<file path="src/core/blut_pkg.sv">
// Shared constants and types for the bias lookup table access block.
// Assumes an 8-bit register port driven by a bus bridge on the same clock.
package blut_pkg;
    // ==========================================================
    // Register offsets (byte addresses on the register port)
    localparam logic [7:0] ADDR_ACCESS     = 8'h00;
    localparam logic [7:0] ADDR_TEMP_UPPER = 8'h01;
    localparam logic [7:0] ADDR_TEMP_LOWER = 8'h02;
    localparam logic [7:0] ADDR_CODEA_UP   = 8'h03;
    localparam logic [7:0] ADDR_CODEA_LO   = 8'h04;
    localparam logic [7:0] ADDR_CODEB_UP   = 8'h05;
    localparam logic [7:0] ADDR_CODEB_LO   = 8'h06;
    localparam logic [7:0] ADDR_OVR_SEL    = 8'h07;
    localparam logic [7:0] ADDR_OVR_T_UP   = 8'h08;
    localparam logic [7:0] ADDR_OVR_T_LO   = 8'h09;
    localparam logic [7:0] ADDR_BURN_CNT   = 8'h0c;
    localparam logic [7:0] ADDR_STATUS     = 8'h0d;
    localparam logic [7:0] ADDR_BURN_CMD   = 8'h0e;
    localparam logic [7:0] ADDR_TABLE      = 8'h10;
    localparam int         TABLE_BYTES     = 12;
    localparam logic [3:0] TABLE_LAST      = 4'hb;
    // Table byte indices
    localparam int IDX_BASE_A_UP = 0;
    localparam int IDX_BASE_A_LO = 1;
    localparam int IDX_BASE_B_UP = 2;
    localparam int IDX_BASE_B_LO = 3;
    localparam int IDX_SLOPE_A   = 4;
    localparam int IDX_SLOPE_B   = 8;
    // ==========================================================
    // Field positions
    localparam int BIT_POLARITY  = 7;
    localparam int BIT_BYPASS    = 6;
    localparam int BIT_OVR_TEMP  = 0;
    localparam int BIT_BURN_GO   = 0;
    localparam int BIT_BUSY      = 0;
    localparam int BIT_LOADED    = 1;
    localparam int SEG_SHIFT     = 5;
    // ==========================================================
    // Access levels and reset values
    localparam logic [1:0] READ_ONLY_ACCESS_LEVEL  = 2'd0;
    localparam logic [1:0] FULL_WRITE_ACCESS_LEVEL = 2'd2;
    localparam logic [7:0] BURN_CNT_MAX            = 8'hff;
    typedef logic [TABLE_BYTES-1:0][7:0] blut_table_t;
    // Unprogrammed store: base 0x800, slopes 0, polarity 0, bypass 0
    localparam blut_table_t NVM_DEFAULT = {8'h00, 8'h00, 8'h00, 8'h00,
                                           8'h00, 8'h00, 8'h00, 8'h00,
                                           8'h00, 8'h08, 8'h00, 8'h08};
    // ==========================================================
    // Types
    typedef enum logic [1:0] {ST_LOAD, ST_IDLE, ST_BURN} blut_state_t;
    typedef struct packed {
        logic [7:0] addr;
        logic [7:0] wdata;
        logic       wr;
        logic       rd;
    } blut_bus_req_t;
    typedef struct packed {
        blut_state_t st;
        logic [3:0]  idx;
        logic [1:0]  level;
        blut_table_t wt;
        blut_table_t nvm;
        logic [7:0]  ovr_sel;
        logic [11:0] ovr_temp;
        logic [11:0] temp_s1;
        logic [11:0] temp_s2;
        logic [11:0] temp_s3;
        logic [11:0] temp_held;
        logic [1:0]  en_s1;
        logic [1:0]  en_s2;
        logic [11:0] code_a;
        logic [11:0] code_b;
        logic [11:0] temp_used;
        logic [7:0]  rdata;
        logic [7:0]  burn_cnt;
    } blut_regs_t;
endpackage

</file>
<file path="src/core/blut_core.sv">
// Access gate, working lookup table, store copy that reset sets to NVM_DEFAULT, and signal path.
// Assumes the register port is on clk; sensor and enables come from pins.
`timescale 1ns/1ps
module blut_core
    import blut_pkg::*;
(
    // Clock and reset
    input  wire logic          clk,
    input  wire logic          rst,
    // Register port
    input  wire blut_bus_req_t bus_req,
    output logic [7:0]         reg_rdata,
    // Sensor and drive pins
    input  wire logic [11:0]   sensor_temp,
    input  wire logic          gate_drive_enable_a,
    input  wire logic          gate_drive_enable_b,
    output logic               gate_drive_out_a,
    output logic               gate_drive_out_b,
    // Codes toward the converters
    output logic [11:0]        dac_code_a,
    output logic [11:0]        dac_code_b
);
    // ==========================================================
    // Curve arithmetic
    // Piecewise line: full segments below the current one, plus a partial one
    function automatic logic [11:0] blut_curve(
        input logic [11:0] base,
        input logic [31:0] slopes,
        input logic        invert,
        input logic [11:0] t
    );
        logic [13:0] acc;
        logic [14:0] sum;
        logic [2:0]  seg;
        acc = 14'h0000;
        sum = 15'h0000;
        seg = t[11:9];
        for (int i = 0; i < 8; i++)
        begin
            if (3'(i) < seg)
            begin
                acc = acc + {5'h00, slopes[i*4 +: 4], 5'h00};
            end
            else if (3'(i) == seg)
            begin
                acc = acc + 14'(slopes[i*4 +: 4] * t[8:4]);
            end
        end
        // Saturate rather than wrap so the curve never jumps across the range
        if (invert)
        begin
            sum = {3'h0, base} - {1'b0, acc};
            blut_curve = sum[14] ? 12'h000 : sum[11:0];
        end
        else
        begin
            sum = {3'h0, base} + {1'b0, acc};
            blut_curve = (sum[14:12] != 3'h0) ? 12'hfff : sum[11:0];
        end
    endfunction

    blut_regs_t  r_reg;
    blut_regs_t  r_next;
    logic        writable;
    logic [11:0] base_a;
    logic [11:0] base_b;
    logic [11:0] temp_mux;

    // ==========================================================
    // Signal path
    assign writable = (r_reg.level == FULL_WRITE_ACCESS_LEVEL);
    assign base_a = {r_reg.wt[IDX_BASE_A_UP][3:0], r_reg.wt[IDX_BASE_A_LO]};
    assign base_b = {r_reg.wt[IDX_BASE_B_UP][3:0], r_reg.wt[IDX_BASE_B_LO]};
    // Host value replaces the sensor, LSB is 1/16 degree either way
    assign temp_mux = r_reg.ovr_sel[BIT_OVR_TEMP] ? r_reg.ovr_temp : r_reg.temp_held;

    // ==========================================================
    // Next state
    always_comb
    begin
        r_next = r_reg;
        // Pins pass two flops before use
        r_next.temp_s1 = sensor_temp;
        r_next.temp_s2 = r_reg.temp_s1;
        // A 12-bit word can tear in the synchroniser; take it once two samples agree
        r_next.temp_s3 = r_reg.temp_s2;
        if (r_reg.temp_s2 == r_reg.temp_s3)
        begin
            r_next.temp_held = r_reg.temp_s2;
        end
        r_next.en_s1 = {gate_drive_enable_b, gate_drive_enable_a};
        r_next.en_s2 = r_reg.en_s1;
        r_next.temp_used = temp_mux;
        // Curves from the live working table, bypass hands on the base code
        r_next.code_a = r_reg.wt[IDX_BASE_A_UP][BIT_BYPASS] ? base_a :
            blut_curve(base_a, {r_reg.wt[IDX_SLOPE_A+3], r_reg.wt[IDX_SLOPE_A+2],
                                r_reg.wt[IDX_SLOPE_A+1], r_reg.wt[IDX_SLOPE_A]},
                       r_reg.wt[IDX_BASE_A_UP][BIT_POLARITY], temp_mux);
        r_next.code_b = r_reg.wt[IDX_BASE_B_UP][BIT_BYPASS] ? base_b :
            blut_curve(base_b, {r_reg.wt[IDX_SLOPE_B+3], r_reg.wt[IDX_SLOPE_B+2],
                                r_reg.wt[IDX_SLOPE_B+1], r_reg.wt[IDX_SLOPE_B]},
                       r_reg.wt[IDX_BASE_B_UP][BIT_POLARITY], temp_mux);
        // Read mux, answer one cycle later; unmapped reads zero
        if (bus_req.rd)
        begin
            r_next.rdata = 8'h00;
            unique case (bus_req.addr)
                ADDR_ACCESS:     r_next.rdata = {6'h00, r_reg.level};
                ADDR_TEMP_UPPER: r_next.rdata = {4'h0, r_reg.temp_used[11:8]};
                ADDR_TEMP_LOWER: r_next.rdata = r_reg.temp_used[7:0];
                ADDR_CODEA_UP:   r_next.rdata = {4'h0, r_reg.code_a[11:8]};
                ADDR_CODEA_LO:   r_next.rdata = r_reg.code_a[7:0];
                ADDR_CODEB_UP:   r_next.rdata = {4'h0, r_reg.code_b[11:8]};
                ADDR_CODEB_LO:   r_next.rdata = r_reg.code_b[7:0];
                ADDR_OVR_SEL:    r_next.rdata = r_reg.ovr_sel;
                ADDR_OVR_T_UP:   r_next.rdata = {4'h0, r_reg.ovr_temp[11:8]};
                ADDR_OVR_T_LO:   r_next.rdata = r_reg.ovr_temp[7:0];
                ADDR_BURN_CNT:   r_next.rdata = r_reg.burn_cnt;
                ADDR_STATUS:     r_next.rdata = {6'h00, r_reg.st != ST_LOAD,
                                                 r_reg.st == ST_BURN};
                default:
                begin
                    if (bus_req.addr >= ADDR_TABLE &&
                        bus_req.addr <= ADDR_TABLE + 8'(TABLE_LAST))
                    begin
                        r_next.rdata = r_reg.wt[4'(bus_req.addr - ADDR_TABLE)];
                    end
                end
            endcase
        end
        // Access level is always settable; every other write needs full level
        if (bus_req.wr)
        begin
            if (bus_req.addr == ADDR_ACCESS)
            begin
                if (bus_req.wdata[7:2] == 6'h00 && bus_req.wdata[1:0] <= FULL_WRITE_ACCESS_LEVEL)
                begin
                    r_next.level = bus_req.wdata[1:0];
                end
            end
            else if (writable)
            begin
                unique case (bus_req.addr)
                    ADDR_OVR_SEL:  r_next.ovr_sel = bus_req.wdata;
                    ADDR_OVR_T_UP: r_next.ovr_temp[11:8] = bus_req.wdata[3:0];
                    ADDR_OVR_T_LO: r_next.ovr_temp[7:0] = bus_req.wdata;
                    ADDR_BURN_CMD:
                    begin
                        // A burn while loading or burning is dropped
                        if (bus_req.wdata[BIT_BURN_GO] && r_reg.st == ST_IDLE)
                        begin
                            r_next.st = ST_BURN;
                            r_next.idx = 4'h0;
                            if (r_reg.burn_cnt != BURN_CNT_MAX)
                            begin
                                r_next.burn_cnt = r_reg.burn_cnt + 8'h01;
                            end
                        end
                    end
                    default:
                    begin
                        // Table writes act at once, store untouched
                        if (r_reg.st != ST_LOAD && bus_req.addr >= ADDR_TABLE &&
                            bus_req.addr <= ADDR_TABLE + 8'(TABLE_LAST))
                        begin
                            r_next.wt[4'(bus_req.addr - ADDR_TABLE)] = bus_req.wdata;
                        end
                    end
                endcase
            end
        end
        // One table byte per cycle between working table and store
        unique case (r_reg.st)
            ST_LOAD:
            begin
                r_next.wt[r_reg.idx] = r_reg.nvm[r_reg.idx];
                r_next.idx = r_reg.idx + 4'h1;
                if (r_reg.idx == TABLE_LAST)
                begin
                    r_next.st = ST_IDLE;
                end
            end
            ST_BURN:
            begin
                r_next.nvm[r_reg.idx] = r_reg.wt[r_reg.idx];
                r_next.idx = r_reg.idx + 4'h1;
                if (r_reg.idx == TABLE_LAST)
                begin
                    r_next.st = ST_IDLE;
                end
            end
            ST_IDLE:
            begin
                // Walker parked at the first byte
                r_next.idx = 4'h0;
            end
        endcase
    end

    // ==========================================================
    // State register; reset here stands for power-up
    always_ff @(posedge clk)
    begin
        if (rst)
        begin
            r_reg <= '0;
            r_reg.st <= ST_LOAD;
            r_reg.level <= READ_ONLY_ACCESS_LEVEL;
            r_reg.nvm <= NVM_DEFAULT;
        end
        else
        begin
            r_reg <= r_next;
        end
    end

    // ==========================================================
    // Outputs
    assign reg_rdata = r_reg.rdata;
    assign dac_code_a = r_reg.code_a;
    assign dac_code_b = r_reg.code_b;
    assign gate_drive_out_a = r_reg.en_s2[0];
    assign gate_drive_out_b = r_reg.en_s2[1];

    // ==========================================================
    // Checks
    AST_RESET_LEVEL: assert property (@(posedge clk)
        rst |=> r_reg.level == READ_ONLY_ACCESS_LEVEL)
        else $error("level not read-only after reset");

    AST_WRITE_NEEDS_LEVEL: assert property (@(posedge clk) disable iff (rst)
        bus_req.wr && bus_req.addr == ADDR_OVR_SEL && r_reg.level != FULL_WRITE_ACCESS_LEVEL
        |=> $stable(r_reg.ovr_sel))
        else $error("override select written below full level");

    AST_TABLE_LOCKED: assert property (@(posedge clk) disable iff (rst)
        r_reg.st == ST_IDLE && !writable |=> $stable(r_reg.wt))
        else $error("table changed below full level");

    AST_DRIVE_GATED: assert property (@(posedge clk) disable iff (rst)
        !gate_drive_enable_a [*3] |-> !gate_drive_out_a)
        else $error("drive a on with its enable low");

    AST_POWERUP_LOAD: assert property (@(posedge clk)
        rst ##1 !rst |-> ##[12:13] (r_reg.st == ST_IDLE && r_reg.wt == r_reg.nvm))
        else $error("working table not loaded at power-up");

    AST_STORE_HOLDS: assert property (@(posedge clk) disable iff (rst)
        r_reg.st != ST_BURN |=> $stable(r_reg.nvm))
        else $error("store changed without a burn");

    AST_BURN_COPY: assert property (@(posedge clk) disable iff (rst)
        r_reg.st == ST_IDLE && writable && bus_req.wr && bus_req.addr == ADDR_BURN_CMD &&
        bus_req.wdata[BIT_BURN_GO] |=> r_reg.st == ST_BURN ##12 r_reg.st == ST_IDLE)
        else $error("burn did not run over the whole table");

    AST_READ_TEMP: assert property (@(posedge clk) disable iff (rst)
        bus_req.rd && bus_req.addr == ADDR_TEMP_LOWER |=> reg_rdata == $past(r_reg.temp_used[7:0]))
        else $error("temperature lower read wrong");

    AST_OVERRIDE: assert property (@(posedge clk) disable iff (rst)
        r_reg.ovr_sel[BIT_OVR_TEMP] |=> r_reg.temp_used == $past(r_reg.ovr_temp))
        else $error("override temperature not used");

    AST_BYPASS_A: assert property (@(posedge clk) disable iff (rst)
        r_reg.wt[IDX_BASE_A_UP][BIT_BYPASS] |=> dac_code_a == $past(base_a))
        else $error("bypass did not pass base code");

    AST_BYPASS_B: assert property (@(posedge clk) disable iff (rst)
        r_reg.wt[IDX_BASE_B_UP][BIT_BYPASS] |=> dac_code_b == $past(base_b))
        else $error("bypass did not pass base code on b");

    AST_DRIVE_GATED_B: assert property (@(posedge clk) disable iff (rst)
        !gate_drive_enable_b [*3] |-> !gate_drive_out_b)
        else $error("drive b on with its enable low");

    AST_LOAD_DATA: assert property (@(posedge clk) disable iff (rst)
        r_reg.st == ST_LOAD |=> r_reg.wt[$past(r_reg.idx)] == $past(r_reg.nvm[r_reg.idx]))
        else $error("load byte not copied from the store");

    AST_BURN_DATA: assert property (@(posedge clk) disable iff (rst)
        r_reg.st == ST_BURN |=> r_reg.nvm[$past(r_reg.idx)] == $past(r_reg.wt[r_reg.idx]))
        else $error("burn byte not copied into the store");

    AST_FALLING_A: assert property (@(posedge clk) disable iff (rst)
        r_reg.wt[IDX_BASE_A_UP][BIT_POLARITY] && !r_reg.wt[IDX_BASE_A_UP][BIT_BYPASS]
        |=> dac_code_a <= $past(base_a))
        else $error("falling curve rose above its base");

    AST_SENSOR_SELECT: assert property (@(posedge clk) disable iff (rst)
        !r_reg.ovr_sel[BIT_OVR_TEMP] |=> r_reg.temp_used == $past(r_reg.temp_held))
        else $error("sensor temperature not used");
endmodule

</file>
<file path="config.mk">
export PLATFORM = sky130hd
export DESIGN_NAME = blut_core
export DESIGN_NICKNAME = d
export VERILOG_FILES = /design/src/core/blut_pkg.sv /design/src/core/blut_core.sv
export SDC_FILE = /design/constraint.sdc
export NUM_CORES = 2
export LEC_CHECK = 0
export BUFFER_PORTS_ARGS = -buffer_cell sky130_fd_sc_hd__buf_4
export CORE_ASPECT_RATIO = 0.75
export CORE_MARGIN = 3
export CORE_UTILIZATION = 25
export DETAILED_ROUTE_END_ITERATION = 12
export PLACE_DENSITY_LB_ADDON = 0.25
export SYNTH_ARGS = -nofsm -noshare
export SYNTH_HDL_FRONTEND = slang
export SYNTH_SLANG_ARGS = --single-unit
</file>
<file path="constraint.sdc">
create_clock -name clk -period 27.5 [get_ports clk]
set_clock_uncertainty 0.2 [all_clocks]
set_input_delay 4.125 -clock clk [delete_from_list [all_inputs] [get_ports clk]]
set_output_delay 4.125 -clock clk [all_outputs]
set_load 0.03 [all_outputs]
</file>
* Word-level counts from Yosys, hierarchy flattened
Cells that the tools add are included.
** Storage, ports and cells
- Register bits after elaboration :: 324
- Input bits :: 34
- Output and inout bits :: 34
- Logic and storage cells :: 225
** Cells by class
- $add $sub $neg :: 35
- Multiply operators :: 16
- Order comparisons :: 15
- Equal/unequal tests :: 25
- Multiplexer cells :: 71
- Bitwise operators :: 1
- Reduce and logical (&&, ||, !) cells :: 21
** Operators by type and width (number)
- $mux W96 :: 5
- $add A14 B9 Y14 :: 28
- $mux W14 :: 28
- $bwmux W96 :: 3
- $mul A4 B5 Y9 :: 16
- $mux W12 :: 9
- $mux W104 :: 1
- $bmux W8 S4 :: 3
- $pmux W8 S12 :: 1
- $demux W8 S4 :: 2
- $mux W8 :: 6
- $eq A8 B4 Y1 const B :: 5
- $mux W9 :: 4
- $eq A8 B3 Y1 const B :: 4
- $add A12 B14 Y15 :: 2
- $sub A12 B14 Y15 :: 2
- $mux W6 :: 4
- $eq A8 B2 Y1 const B :: 2
- $eq A12 B12 Y1 :: 1
- $eq A3 B3 Y1 const A :: 4
- $lt A3 B3 Y1 const A :: 4
- $reduce_and A4 Y1 :: 3
- $lt A4 B5 Y1 const B :: 2
- $add A8 B1 Y8 const B :: 1
- 29 further kinds :: 44

* Logic depth before layout (Yosys ltp)
- Depth in word-level cells :: 30
- Depth in mapped cells :: 84
- Depth with buffers taken out :: 79

* Least setup slack after synthesis
OpenSTA, ideal clock, no wires.
- Kind :: register -> register
- Start :: reg r_reg[116] (netlist name)
- End :: reg r_reg (netlist bit dac_code_a[8])
- Library setup time :: 135 ps
- Arrival time :: 16563 ps
- Data required time :: 27165 ps
- Path slack :: 10602 ps
- Stages on the path, launching flop included :: 80
- Buffers on the path :: 5
- Period minus slack after synthesis :: 16898 ps
- Cell sequence :: dfxtp_1 -> buf_6 -> clkbuf_1 -> clkbuf_1 -> mux2_2 -> clkbuf_1 -> nand2_1 -> fa_1 -> inv_1 -> fa_1 -> ha_1 -> a21o_1 -> a21oi_1 -> xnor2_1 -> mux2i_1 -> fa_1 -> inv_1 -> ha_1 -> [44 not listed] -> o211ai_1 -> fa_1 -> ha_1 -> nor2b_1 -> o21ai_0 -> a21oi_1 -> o21ai_0 -> nor3_1 -> a21oi_1 -> o21ai_0 -> xnor2_1 -> ha_1 -> o21ai_0 -> nor4bb_1 -> nand3_2 -> o221ai_2 -> buf_6 -> a311oi_2
** Between the ends
- Longest elaborated chain between the ends :: 30
- Elaborated cells between the ends (all ways) :: 62
- Classes of those cells :: add/sub (16); mul (8); order compare (8); eq/ne (7); mux (21); reduce/logical (2)
** RTL lines
- start: declaration :: line blut_core.sv:62 : blut_regs_t r_reg;
- start signal: assignment :: line blut_core.sv:213 : r_reg <= r_next;
- $mux W12 * :: line blut_core.sv:75 : assign temp_mux = r_reg.ovr_sel[BIT_OVR_TEMP] ? r_reg.ovr_temp : r_reg.temp_held;
- $mul A4 B5 Y9 or $logic_not A3 Y1 (tied branches) :: line blut_core.sv:46, blut_core.sv:44
- $mux W9 :: line blut_core.sv:44 : else if (3'(i) == seg)
- $mux W9 :: line blut_core.sv:40 : if (3'(i) < seg)
- $add A14 B9 Y14 :: line blut_core.sv:46 : acc = acc + 14'(slopes[i*4 +: 4] * t[8:4]);
- $mux W14 :: line blut_core.sv:44
- $mux W14 :: line blut_core.sv:40
- $add A14 B9 Y14 :: line blut_core.sv:46
- [14 not listed]
- $add A14 B9 Y14 :: line blut_core.sv:46
- $mux W14 :: line blut_core.sv:44
- $mux W14 * :: line blut_core.sv:40
- $add A12 B14 Y15 :: line blut_core.sv:57 : sum = {3'h0, base} + {1'b0, acc};
- $reduce_bool A3 Y1 :: line blut_core.sv:58 : blut_curve = (sum[14:12] != 3'h0) ? 12'hfff : sum[11:0];
- $mux W12 :: line blut_core.sv:58
- $mux W12 * :: line blut_core.sv:50 : if (invert)
- $mux W12 * :: line blut_core.sv:95 : r_next.code_a = r_reg.wt[IDX_BASE_A_UP][BIT_BYPASS] ? base_a :
Every way passes the cells marked *; elsewhere a longest branch is shown, timed or not.
A chain may end at the register's enable or synchronous reset.

* Worst setup path after layout
- Start :: reg r_reg[109] (netlist name)
- End :: reg r_reg (netlist bit dac_code_a[8])
** Between the ends
- Longest elaborated chain between the ends :: 30
- Elaborated cells between the ends (all ways) :: 46
- Classes of those cells :: add/sub (16); mul (8); mux (21); reduce/logical (1)
** RTL lines (line)
- $mux W12 * :: blut_core.sv:75
- $mul A4 B5 Y9 :: blut_core.sv:46
- $mux W9 :: blut_core.sv:44
- $mux W9 :: blut_core.sv:40
- $add A14 B9 Y14 :: blut_core.sv:46
- $mux W14 :: blut_core.sv:44
- $mux W14 :: blut_core.sv:40
- $add A14 B9 Y14 :: blut_core.sv:46
- [14 not listed]
- $add A14 B9 Y14 :: blut_core.sv:46
- $mux W14 :: blut_core.sv:44
- $mux W14 * :: blut_core.sv:40
- $add A12 B14 Y15 :: blut_core.sv:57
- $reduce_bool A3 Y1 :: blut_core.sv:58
- $mux W12 :: blut_core.sv:58
- $mux W12 * :: blut_core.sv:50
- $mux W12 * :: blut_core.sv:95
Marked as above.

==> impl_metrics.yaml <==
synth:
  yosysTopAreaCellShare_pct: 18.2
  synth_compound_area_share_pct: 17.9
  synth_fp_nets: 5041
  synthXorXnorAreaFrac_pct: 3.97
  ys_ff_latch: 324
  netlist_area_mm2: 0.0357
  synth_area_per_cell_um2: 8.07
  ys_async_sr_fraction_pct: 0
  ys_seq_area_share_pct: 18.2
  yosys_warnings: 0
  synth_cell_types: 95
  synth_area_leader_cell: "dfxtp_1"
  synth-edff-count: 0
  synth_top_family_by_area: "adder cells"
  synthMuxAreaShare_pct: 7.82
  synth_area_leaders: "dfxtp_1, ha_1, fa_1, nor2_1, inv_1"
  synth.most_common_cell: "nor2_1"
  synthFlopType: "dfxtp_1"
  synthAdderAreaFrac_pct: 24.7
  yosys.area_share.simple_pct: 19.3
  synth_top_cells_by_count: "nor2_1, inv_1, nand2_1"
  synth_cells: 4420
grt:
  grt_max_degree: 201
  antenna_found_initial: 5
  grt_pass1_vias: 29973
  gr-total-overflow: 0
  grt_pass1_wl_um: 198000
  track_usage_pct: 17.4
timing:
  slew_violations: 0
  final.setup.tns_ns: 0
  fmax_mhz: 52.4
  setup_viol: 0
  post-route-period-util_pct: 69.4
  finalHoldViolCount: 0
  rsz0062_at_grt: "no"
  maxSlewHeadroom_pct: 17.5
  hold_slack_ns: 0.237
  worst_pin_slew_ns: 1.24
  period_minus_slack_ns: 19.09
power_and_ir_drop:
  p_sw_uw: 385
  p_per_area_mw_per_mm2: 30.5
  p_leak_uw: 0.0173
  power.share.sequential_pct: 43.5
  power.share.clock_pct: 36.7
  switching_share_pct: 32.5
  power.internal_uw: 801
  irDropWorstVdd_v: 0.0000368
  combinationalPowerShare_pct: 19.7
clock_tree:
  root_buffer: "clkbuf_16"
  cts_resized: 0
  cts_tree: "built"
  htree_levels: 1
  clock_latency_ns: 0.59
  post_cts_buffers: 0
  cts_made_buffers: 28
  clk_pin_slew_ns: 0.08
  hold_buffers: 0
  clkSinkCount: 324
  cts_buffer_depth: 3
die:
  io_pins: 68
  rows: 119
  design.die.area_mm2: 0.147
  dieWidth_um: 442
  start_util_pct: 25.3
  core_mm2: 0.141
  die_h_um: 333
placed_design:
  gp_congestion: 0.901
  hpwl_um: 101000
  dpl_cell_area_mm2: 0.0380
  io_buffers: 67
detailed_routing:
  drt-wirelength-per-cell_um: 21.4
  first_pass_iters: 6
  drt_iter0_drc: 3096
  via_per_inst: 5.12
  postRouteWirelength_um: 133000
  ant_nets: 0
  route.detailed.drc: 0
  vias: 31777
setup_path:
  path_common_cell: "inv_1"
  crit_buf_inv: 13
  required_ns: 27.73
  path_delay_family: "adder cells"
  startpoint_type: "flip-flop"
  path_class: "flip-flop to flip-flop"
  slowest_stage: "o221ai_2"
  worstSetupEndpointType: "flip-flop"
  cpPeakStageDelay_ns: 0.70
  crit_fanout: 54
  cp.arrival_ns: 19.32
cells_and_area:
  drive_above_1_share_pct: 7.81
  stdcell_area_mm2: 0.0389
  syn_to_final_growth_pct: 9.16
  multi_input_area_mm2: 0.0264
  nets: 4932
  largest_reg_flops: 240
  seqCellArea_mm2: 0.00649
  fillers: 15247
min_path:
  hp-class: "flip-flop to flip-flop"
status:
  status: "finished, final reports clean"
flow_run:
  drv_cap: 0
==> power groups by stage <==
stage / Clock, uW / Combinational [uW] / Sequential [uW]
floorplan: 0 / 169 / 503
global placement: 0 / 229 / 526
detailed placement: 0 / 230 / 526
CTS: 444 / 231 / 515
global route: 461 / 252 / 517
finish: 436 / 234 / 517
==> final cells by class <==
class,instances,area share (%)
Sequential cell,324,16.7
Clock buffer,35,2.02
Timing Repair Buffer,132,2.60
Tap cell,1875,6.02
Clock inverter,14,0.421
Inverter,461,4.44
Antenna cell,3,0.0193
Multi-Input combinational cell,3364,67.8
==> final timing paths <==
kind | cells after the start | startpoint | slack, ns | end
worst max register to register | 78 | r_reg[109] | 8.41 | dac_code_a[8]
worst min-delay path | 1 | r_next[91] | 0.24 | r_next[79]
worst max-delay path | 78 | r_reg[109] | 8.41 | dac_code_a[8]
worst min register to register | 1 | r_next[91] | 0.24 | r_next[79]
==> logic make-up after synthesis <==
group	Yosys count
and+or+nand+nor	1491
AOI/OAI and AO/OA	945
buffers and inverters	732
adders and majority gates	587
DFF	324
muxes	184
xor gates and xnor gates	157
==> cell usage in the layout (no fill, tap or decap), types with 18 or more instances in the layout <==
cell,instances
nand4_1,18
ha_1,391
nor3_1,48
a311oi_1,84
o21bai_1,50
nand2b_1,32
o21a_1,32
o21ai_0,124
fa_1,196
xor2_1,52
a21oi_1,290
nand2_1,418
xnor2_1,102
and2_1,156
clkbuf_16,29
buf_4,130
a211oi_1,74
mux4_2,73
nand3_1,135
nor2_1,495
mux2i_1,90
a21o_1,84
nor2b_1,87
dfxtp_1,322
inv_1,461
==> metal layers <==
layer / up-vias / wire length, um / GRT usage [%]
met5: - / 0 / 0
met4: 0 / 1550 / 1.74
li1: 14948 / - / -
met3: 92 / 10500 / 2.85
met2: 1113 / 52200 / 24.4
met1: 15624 / 68300 / 28.2
==> through the flow <==
stage	util, %	power (uW)	cells	setup WS [ns]
after global placement	26.9	755	6156	8.97
final	27.6	1190	6208	8.41
after CTS	27.6	1190	6205	8.56
after detailed placement	26.9	756	6156	8.62
after global routing	27.6	1230	6206	7.05
after floorplan	-	672	4420	10.60
No activity file was read; power rests on OpenSTA's default activity.
